--- src/pkg/eprom_prog_consts.svh ---
// Offsets, field positions, reset values and timing counts for the EPROM program control
`ifndef EPROM_PROG_CONSTS_SVH
`define EPROM_PROG_CONSTS_SVH
`define EPC_REG_ADDR 16'h001E
`define EPC_RESET 8'h00
`define EPC_LATCH_BIT 1
`define EPC_POWER_BIT 0
`define BOOT_ROM_FIRST 16'h1E00
`define BOOT_ROM_LAST 16'h1FEF
`define EPROM_SIZE 4096
`define EPROM_FIRST 16'h1000
`define CLK_PERIOD_NS 50
`define BOOT_PULSE_US 1000
`define BOOT_PULSE_CYCLES ((`BOOT_PULSE_US * 1000) / `CLK_PERIOD_NS)
`endif

--- src/pkg/eprom_prog_pkg.sv ---
// Types for the EPROM program control block
package eprom_prog_pkg;
    typedef enum logic [2:0] {
        BOOT_IDLE = 3'b000,
        BOOT_PROG = 3'b001,
        BOOT_WAIT = 3'b010,
        BOOT_VERIFY = 3'b011,
        BOOT_DONE = 3'b100
    } boot_state_t;
endpackage

--- src/verilog/eprom_program_control.sv ---
// EPROM program control register, programming latch and bootloader sequencer
// How it works
// RULE_01: Boot mode entered at reset release when test-voltage pin and keypad line zero high.
// RULE_02: Bootloader code occupies ROM from 1E00 through 1FEF.
// RULE_03: Bootloader programs each byte for 1 ms, then runs a separate verify pass.
// RULE_04: Control register sits at 001E and resets to zero.
// RULE_05: Latch select 0 gives normal reads; 1 makes EPROM writes capture address and data.
// RULE_06: With latch select set, the array is in programming mode, reads invalid.
// RULE_07: Software should set latch select only with programming voltage present.
// RULE_08: Program power bit 0 removes array power; 1 applies it.
// RULE_09: Program power is forced to 0 whenever latch select is not 1.
// RULE_10: Software sequence: latch, write, power on, wait, power off, unlatch.
// RULE_11: Power off and unlatch are two separate register writes.
// RULE_12: Reserved control bits read zero and ignore writes.
`include "eprom_prog_consts.svh"
`timescale 1ns/1ps
`default_nettype none
module eprom_program_control
    import eprom_prog_pkg::*;
#(
    parameter int unsigned PULSE_CYCLES = `BOOT_PULSE_CYCLES
) (
    // Clock and reset
    input wire logic i_sys_clk,
    input wire logic i_arst_n,
    // CPU bus
    input wire logic [15:0] i_addr,
    input wire logic [7:0] i_wdata,
    input wire logic i_wr,
    input wire logic i_rd,
    output logic [7:0] o_rdata,
    output logic o_rdata_valid,
    // Pins sampled at reset release
    input wire logic i_interrupt_program_voltage_pin_at_test,
    input wire logic i_keypad_line_zero,
    // Bootloader byte source and status
    input wire logic [7:0] i_boot_src_data,
    output logic [11:0] o_boot_src_addr,
    output logic o_boot_mode,
    output logic o_boot_active,
    output logic o_boot_verify_fail,
    output logic o_boot_done,
    // EPROM array side
    output logic o_latch_select,
    output logic o_program_power,
    output logic [11:0] o_prog_addr,
    output logic [7:0] o_prog_data,
    input wire logic [7:0] i_array_rdata
);
    typedef struct packed {
        logic [1:0] vpp_sync;
        logic [1:0] kbi_sync;
        logic started;
        logic boot_mode;
        logic latch_select;
        logic program_power;
        logic [11:0] prog_addr;
        logic [7:0] prog_data;
        logic [7:0] rdata;
        logic rdata_valid;
        boot_state_t bstate;
        logic [11:0] baddr;
        logic [15:0] bcount;
        logic fail;
        logic [1:0] settle;
        logic [15:0] plen;
    } state_t;

    state_t st, next_st;
    logic reg_hit, arr_hit, cpu_wr_ok;

    always_comb begin
        next_st = st;
        next_st.vpp_sync = {st.vpp_sync[0], i_interrupt_program_voltage_pin_at_test};
        next_st.kbi_sync = {st.kbi_sync[0], i_keypad_line_zero};
        next_st.rdata_valid = 1'b0;
        reg_hit = (i_addr == `EPC_REG_ADDR); // RULE_04
        arr_hit = (i_addr >= `EPROM_FIRST) && (i_addr < `EPROM_FIRST + 16'(`EPROM_SIZE));
        // CPU writes wait until the boot decision is made, then stay out of boot mode
        cpu_wr_ok = i_wr && st.started && !st.boot_mode;
        // Counts the cycles of the current program power pulse
        next_st.plen = st.program_power ? (st.plen + 16'h0001) : 16'h0000;
        // The strap synchronisers are cleared by reset, so the boot decision
        // waits two edges for them to fill with the real pin levels
        if (!st.started) begin
            if (st.settle == 2'h2) begin
                next_st.started = 1'b1;
                next_st.boot_mode = st.vpp_sync[1] && st.kbi_sync[1]; // RULE_01
            end else begin
                next_st.settle = st.settle + 2'h1;
            end
        end
        if (cpu_wr_ok && reg_hit) begin
            next_st.latch_select = i_wdata[`EPC_LATCH_BIT]; // RULE_05
            next_st.program_power = i_wdata[`EPC_POWER_BIT] && i_wdata[`EPC_LATCH_BIT]; // RULE_09
        end
        if (cpu_wr_ok && arr_hit && st.latch_select) begin
            next_st.prog_addr = i_addr[11:0]; // RULE_05
            next_st.prog_data = i_wdata;
        end
        if (i_rd) begin
            next_st.rdata_valid = 1'b1;
            if (reg_hit) begin
                next_st.rdata = {6'h00, st.latch_select, st.program_power}; // RULE_12
            end else if (arr_hit && !st.latch_select) begin
                next_st.rdata = i_array_rdata;
            end else begin
                next_st.rdata = 8'h00;
                next_st.rdata_valid = 1'b0; // RULE_06
            end
        end
        // Bootloader: one 1 ms pulse per byte, then verify pass
        case (st.bstate)
            BOOT_IDLE: begin
                if (st.boot_mode) begin
                    next_st.bstate = BOOT_PROG;
                    next_st.baddr = 12'h000;
                    next_st.latch_select = 1'b1;
                end
            end
            BOOT_PROG: begin
                next_st.prog_addr = st.baddr; // RULE_03
                next_st.prog_data = i_boot_src_data;
                next_st.program_power = 1'b1; // RULE_08
                next_st.bcount = 16'(PULSE_CYCLES - 1);
                next_st.bstate = BOOT_WAIT;
            end
            BOOT_WAIT: begin
                if (st.bcount == 16'h0000) begin
                    next_st.program_power = 1'b0;
                    next_st.baddr = st.baddr + 12'h001;
                    if (st.baddr == 12'hFFF) begin
                        next_st.latch_select = 1'b0;
                        next_st.bstate = BOOT_VERIFY; // RULE_03
                    end else begin
                        next_st.bstate = BOOT_PROG;
                    end
                end else begin
                    next_st.bcount = st.bcount - 16'h0001;
                end
            end
            BOOT_VERIFY: begin
                next_st.prog_addr = st.baddr;
                if (st.bcount[0]) begin
                    if (i_array_rdata != i_boot_src_data) begin
                        next_st.fail = 1'b1;
                    end
                    next_st.baddr = st.baddr + 12'h001;
                    if (st.baddr == 12'hFFF) begin
                        next_st.bstate = BOOT_DONE;
                    end
                end
                next_st.bcount = {15'h0000, ~st.bcount[0]};
            end
            BOOT_DONE: begin
                next_st.bstate = BOOT_DONE;
            end
            default: begin
                next_st.bstate = BOOT_IDLE;
            end
        endcase
        if (!next_st.latch_select) begin
            next_st.program_power = 1'b0; // RULE_09
        end
    end

    always_ff @(posedge i_sys_clk or negedge i_arst_n) begin
        if (!i_arst_n) begin
            st <= '0; // RULE_04
        end else begin
            st <= next_st;
        end
    end

    assign o_rdata = st.rdata;
    assign o_rdata_valid = st.rdata_valid;
    assign o_latch_select = st.latch_select;
    assign o_program_power = st.program_power; // RULE_08
    assign o_prog_addr = st.prog_addr;
    assign o_prog_data = st.prog_data;
    assign o_boot_mode = st.boot_mode;
    assign o_boot_active = st.boot_mode && (st.bstate != BOOT_DONE);
    assign o_boot_verify_fail = st.fail;
    assign o_boot_done = (st.bstate == BOOT_DONE);
    // Byte index into the external source; the bootloader sequencer's baddr counter drives it
    assign o_boot_src_addr = st.baddr; // RULE_02

    a_power_needs_latch: assert property (@(posedge i_sys_clk) disable iff (!i_arst_n)
        st.program_power |-> st.latch_select) else $error("power without latch"); // RULE_09
    a_reg_write: assert property (@(posedge i_sys_clk) disable iff (!i_arst_n)
        (cpu_wr_ok && reg_hit) |=> (st.latch_select == $past(i_wdata[1])))
        else $error("latch write lost"); // RULE_05
    a_reg_read: assert property (@(posedge i_sys_clk) disable iff (!i_arst_n)
        (i_rd && reg_hit) |=> (o_rdata[7:2] == 6'h00 && o_rdata_valid))
        else $error("reserved bits nonzero"); // RULE_12
    a_latched_read: assert property (@(posedge i_sys_clk) disable iff (!i_arst_n)
        (i_rd && arr_hit && st.latch_select) |=> !o_rdata_valid)
        else $error("read valid in programming"); // RULE_06
    a_capture_addr: assert property (@(posedge i_sys_clk) disable iff (!i_arst_n)
        (cpu_wr_ok && arr_hit && st.latch_select) |=> (o_prog_addr == $past(i_addr[11:0])))
        else $error("address not captured"); // RULE_05
    a_power_on: assert property (@(posedge i_sys_clk) disable iff (!i_arst_n)
        (cpu_wr_ok && reg_hit && (i_wdata[1:0] == 2'b11)) |=> o_program_power)
        else $error("power not applied"); // RULE_08
    a_boot_entry: assert property (@(posedge i_sys_clk) disable iff (!i_arst_n)
        (!st.started && (st.settle == 2'h2) && st.vpp_sync[1] && st.kbi_sync[1])
        |=> o_boot_mode)
        else $error("boot mode missed"); // RULE_01
    a_boot_pulse: assert property (@(posedge i_sys_clk) disable iff (!i_arst_n)
        (st.bstate == BOOT_PROG) |=> o_program_power [*2])
        else $error("boot pulse too short"); // RULE_03
    // Each boot pulse lasts exactly the configured number of cycles
    a_boot_pulse_len: assert property (@(posedge i_sys_clk) disable iff (!i_arst_n)
        (st.boot_mode && st.program_power && !next_st.program_power)
        |-> (st.plen == 16'(PULSE_CYCLES - 1)))
        else $error("boot pulse length wrong"); // RULE_03
    a_verify_unpowered: assert property (@(posedge i_sys_clk) disable iff (!i_arst_n)
        (st.bstate == BOOT_VERIFY) |-> (!st.latch_select && !st.program_power))
        else $error("verify pass while programming"); // RULE_03
    c_boot: cover property (@(posedge i_sys_clk) st.bstate == BOOT_VERIFY);
    c_cpu_prog: cover property (@(posedge i_sys_clk) o_program_power && !st.boot_mode);
    c_reg_read: cover property (@(posedge i_sys_clk) i_rd && reg_hit);
    c_boot_done: cover property (@(posedge i_sys_clk) o_boot_done && !o_boot_verify_fail);
endmodule
`default_nettype wire

--- config.mk ---
export PLATFORM = sky130hd
export DESIGN_NAME = eprom_program_control
export DESIGN_NICKNAME = d
export VERILOG_FILES = /design/src/pkg/eprom_prog_pkg.sv /design/src/verilog/eprom_program_control.sv
export VERILOG_INCLUDE_DIRS = /design/src /design/src/pkg
export SDC_FILE = /design/constraint.sdc
export NUM_CORES = 1
export LEC_CHECK = 0
export BUFFER_PORTS_ARGS = -buffer_cell sky130_fd_sc_hd__buf_2
export CORE_MARGIN = 2
export CORE_UTILIZATION = 53
export DETAILED_ROUTE_END_ITERATION = 8
export GPL_TIMING_DRIVEN = 0
export PLACE_DENSITY_LB_ADDON = 0.08
export SLEW_MARGIN = 5
export SYNTH_ARGS = -nofsm -noshare
export SYNTH_HDL_FRONTEND = slang
export SYNTH_SLANG_ARGS = --single-unit
--- constraint.sdc ---
create_clock -name i_sys_clk -period 2.8 [get_ports i_sys_clk]
set_clock_uncertainty 0.2 [all_clocks]
set_input_delay 0.14 -clock i_sys_clk [delete_from_list [all_inputs] [get_ports i_sys_clk]]
set_output_delay 0.14 -clock i_sys_clk [all_outputs]
set_load 0.02 [all_outputs]
# After elaboration in Yosys (flattened, before gate mapping)
# Cells that the tools add are included.
# word_totals
regBits	71
in_bits	46
elab_cells	88
# classes
reduce_logical	25
bitwise_logic	3
mux	26
add_sub_neg	3
n_eq_ne	14
magnitude_cmp	2
# op_table
cell	n
$pmux W16 S3	1
$mux W15	3
$pmux W12 S3	1
$mux W8	3
$mux W20	1
$eq A16 B5 Y1 const B	1
$ge A16 B13 Y1 const B	1
$logic_not A16 Y1	1
$lt A16 B14 Y1 const B	1
$mux W16	1
$sub A16 B1 Y16 const B	1
$pmux W3 S5	1
$add A12 B1 Y12 const B	1
$eq A12 B12 Y1 const B	1
$mux W12	1
$logic_and A1 B1 Y1	10
$mux W2	5
$ne A2 B2 Y1 const B	5
$ne A8 B8 Y1	1
$reduce_and A4 Y1	2
$eq A3 B2 Y1 const B	2
$mux W1	6
$reduce_and A2 Y1	3
$reduce_bool A3 Y1	2
13 further kinds	18

# Depth between registers and ports, before layout
# depth
word_depth	8
depth_mapped	8
depth_no_buf	7

# Worst setup path before layout
# No wires, ideal clock.
# synth_timing
kind	register to register
from	reg st[19] in the netlist's numbering
to	reg st[47] in the netlist's numbering
path_slack_ps	477
synth_period_minus_slack_ps	2323
path_stages_with_launch	8
t_arrival_ps	2002
cell_sequence	dfrtp_1 inv_1 ha_1 or4b_1 nor4_4 buf_4 o22ai_1 a22o_1
# synth_between
elab_chain_len	3
elab_cells_between_ends	4
cone_classes	eq/ne: 2; reduce/logical: 2
# synth_lines
item	line_no	text
start: declaration	eprom_program_control.sv:69	state_t st, next_st;
start signal: assignment	eprom_program_control.sv:171	st <= next_st;
$logic_not A16 Y1	eprom_program_control.sv:129	if (st.bcount == 16'h0000) begin
$ne A2 B2 Y1 (no source line)	-	
$reduce_and A4 Y1 (no source line) *	-	
# Every way passes the cells marked *; elsewhere a longest branch is shown, timed or not.
# A chain may end at the register's enable or synchronous reset.

# Final worst setup path
# layout_timing
from	reg st[19] in the netlist's numbering
to	reg st, in the netlist o_boot_src_addr[0]
# Same word-level chain as after synthesis.

==> qor.csv <==
metric;value;unit
run_status;finished clean;
global_placer_s_final_weighted_congestion;0.870;
drt_wirelength;11.1;mm
grt_max_degree;50;
ant_nets;0;
post_synth_instance_area;4000;um2
pwr-share-comb;0.460;
hold_path.class;in2reg;
final.hold.worst_slack;16.3;ps
cp_cell_sequence;inv_2 -> ha_1 -> or4b_4 -> nor4_4 -> buf_4 -> o21ai_2 -> buf_6 -> or3_1 -> nand2_1;
clkPwrFrac;0.189;
clkSinkCount;71;
die-area;8250;um2
max_cap_viol_count;0;
syn_avg_cell_area;9.34;um2
cp-startpoint;st[19]$_DFFE_PN0P_;
syn_to_final_growth;32.0;%
asyncSetResetFlopFracSynth;1.00;
rows;31;
critical_path.top_delay_family;simple AND/OR/NAND/NOR gates;
worstPathRequired;2890;ps
ctsHtreeMaxLevel;3;
power.sequential.fraction;0.350;
fin_area;5270;um2
grt_pass1_vias;3648;
path_max_fanout;10;
globalRoute.busiestLayer;met2;
max_slew.worst_pin.slew;607;ps
clk_pin_slew;70;ps
floorplan.die.height;90.8;um
detail_route.first_pass.iterations;5;
yosys_warnings;0;
io_buffers;91;
post_drt_via_cell_ratio;5.53;
path_buf_inv;3;
grt_overflow;0;
setup.worst_path.class;reg2reg;
pwr_density_cell;811;nW/um2
number_of_pins_with_negative_max_slew_slack_in_the_final_report;0;
layout.nets;628;
cts-root-to-sink-buffers;2;
dp_hpwl;7.21;mm
clock_latency;350;ps
drc;0;
tns;0;ps
syn-instance-count;428;
syn_nets;478;
via_count;3774;
hold_viol;0;
report.final.setup_viol;0;
switch_share;0.409;
number_of_flops_mapped_to_enable_cells_by_yosys;0;
setup.worst_path.end_class;flip-flop;
timing.slew.headroom;0.596;
power.net_switching;1750;uW
vdd_ir_max;423;uV
internal_power;2530;uW
avgRoutedWirePerCell;16.3;um
worst_reg2reg_setup_slack;140;ps
drt_first_iter_violations;167;
clockRootBuffer;clkbuf_8;
design_power_total;4280;uW
rsz0062_at_grt;false;
regToRegStartpoint;st[19]$_DFFE_PN0P_;
min_period;2660;ps
worst_path_largest_cell_delay;490;ps
cts_made_buffers;9;
yosysUniqueCellTypes;56;
ant_diodes;0;
met1_usage;0.364;
floorplan.core_area;7290;um2
ys_dominant_reg_cell;dfrtp_1;
gr-usage-all-layers;0.276;
initial_utilization;0.548;
placed_area;4610;um2
fmax;375;MHz
layout_worst_path_cycle_share;0.951;
grt_antenna_before_repair;0;
timing.hold.worst.start;i_rd;
cp_data_arrival_time;2760;ps
die_x;90.8;um
multi_input_comb_area;1780;um2
io-pin-count;93;
worst_setup_path_start_kind;flip-flop;
synth-seq-area-share;0.445;
grtUsageMet2;0.455;
cp_slowest_cell;or4b_4;
lkg_pwr;0.00244;uW
global_route.usage.met3;0.0492;
regArea;1780;um2
number_of_synthesized_register_bits;71;
wire_length_of_the_first_global_routing_pass;18.0;mm
drive_gt1_frac;0.283;
filler_cells_inserted;556;
cts_tree;yes;
layout by cell type (no fill, tap or decap), types with 4 or more instances in the layout:
cell type      instances
clkbuf_1              18
a31oi_1                6
dlygate4sd3_1         46
a21oi_1               12
nor2_1                33
o41ai_1                4
buf_4                 44
nand3_1               13
ha_1                   4
buf_2                 91
o211ai_1               7
clkbuf_8              10
mux2i_1               21
or4_1                  4
nor4_1                 6
a22o_1                 4
dfrtp_1               70
nor3_1                10
inv_1                 12
o21ai_0               40
or3_1                  6
xor2_1                13
nand2_1               40
nand4_1                7
cell type report:
cell class | count | area share
Inverter | 13 | 0.00925
Buffer | 60 | 0.0757
Multi-Input combinational cell | 284 | 0.337
Timing Repair Buffer | 139 | 0.181
Tap cell | 99 | 0.0235
Clock inverter | 3 | 0.00807
Sequential cell | 71 | 0.337
Clock buffer | 13 | 0.0282
sequential cells by signal, summed over array words and instances, names as in the netlist:
register	flops
o_rdata_valid	1
o_boot_src_addr	12
o_latch_select	1
o_prog_addr	12
st	24
o_rdata	8
next_st	2
o_program_power	1
o_boot_verify_fail	1
o_prog_data	8
o_boot_mode	1
worst min-delay path: stages:
cell and delay [ps]:
clkbuf_1 180, nor2_1 150, a21oi_1 50
power groups by stage:
| stage | Sequential [uW] | Clock, uW | Combinational (uW) |
|---|---|---|---|
| global route | 1530 | 867 | 2150 |
| global placement | 1490 | 0 | 1750 |
| finish | 1500 | 810 | 1970 |
| CTS | 1490 | 823 | 1930 |
| detailed placement | 1500 | 0 | 1790 |
| floorplan | 1460 | 0 | 1300 |
kinds of logic (layout without fill, tap and decap cells):
family / count (synthesis) / count (layout) / synth area share
mux: 21 / 21 / 0.0526
fa+ha+maj: 4 / 4 / 0.0125
simple gates: 143 / 143 / 0.185
xor+xnor: 16 / 16 / 0.0351
buf+inv: 73 / 228 / 0.111
compound gates: 100 / 100 / 0.159
flops: 71 / 71 / 0.445
cell usage after synthesis, types with 2 or more instances:
master / instances / area, um2
ha_1: 4 / 50.1
o21ai_2: 2 / 17.5
xor2_1: 13 / 114
a22oi_1: 2 / 15.0
o2111ai_1: 2 / 17.5
a22o_1: 4 / 35.0
dfrtp_1: 71 / 1780
or2_2: 3 / 18.8
buf_4: 43 / 323
or3_1: 6 / 37.5
xnor2_1: 3 / 26.3
a21oi_1: 12 / 60.1
nor2b_1: 3 / 18.8
or4_1: 4 / 30.0
o21a_1: 3 / 22.5
nand2_1: 40 / 150
o41ai_1: 4 / 35.0
inv_1: 13 / 48.8
nor3b_1: 2 / 15.0
and3_1: 3 / 18.8
nand4_1: 7 / 43.8
nor3_1: 10 / 50.1
a21o_1: 2 / 15.0
nor4_1: 6 / 37.5
o21ai_0: 40 / 200
clkbuf_1: 15 / 56.3
o2bb2ai_1: 2 / 17.5
o22ai_1: 2 / 12.5
mux2i_1: 21 / 210
nand3_1: 13 / 65.1
nand2b_1: 3 / 18.8
nor2_1: 33 / 124
o211ai_1: 7 / 52.6
o31ai_1: 3 / 22.5
a31oi_1: 6 / 37.5
metrics by stage:
stage                     utilization  worst slack [ps]  instances
after floorplan                     -               477        428
after global placement          0.627               167        618
after detailed placement        0.632               145        619
after CTS                       0.721               130        681
after global routing            0.723              28.2        682
final                           0.723               137        682
worst paths after layout:
| path | end | cells past startpoint |
|---|---|---|
| max | o_boot_src_addr[0]$_DFFE_PN0P_ | 9 |
| min | o_rdata[0]$_DFFE_PN0P_ | 3 |
| max reg2reg | o_boot_src_addr[0]$_DFFE_PN0P_ | 9 |
| min reg2reg | st[86]$_DFF_PN0_ | 0 |
| max in group asynchronous | st[19]$_DFFE_PN0P_ | 3 |
| min in group asynchronous | o_prog_addr[7]$_DFFE_PN0P_ | 2 |
metal layers:
| metal | up-vias | part of all wire |
|---|---|---|
| met1 | 1819 | 0.44 |
| li1 | 1788 | - |
| met3 | 25 | 0.056 |
| met2 | 142 | 0.48 |
| met4 | 0 | 0.022 |
| met5 | - | 0 |
repair_timing:
item	4_1_cts	5_1_grt
buffers inserted	0	1
gates resized for setup	0	4
endpoints found under the setup margin	0	3
hold buffers	46	0
hold endpoints to repair	103	0
(Power assumes the default switching activity.)
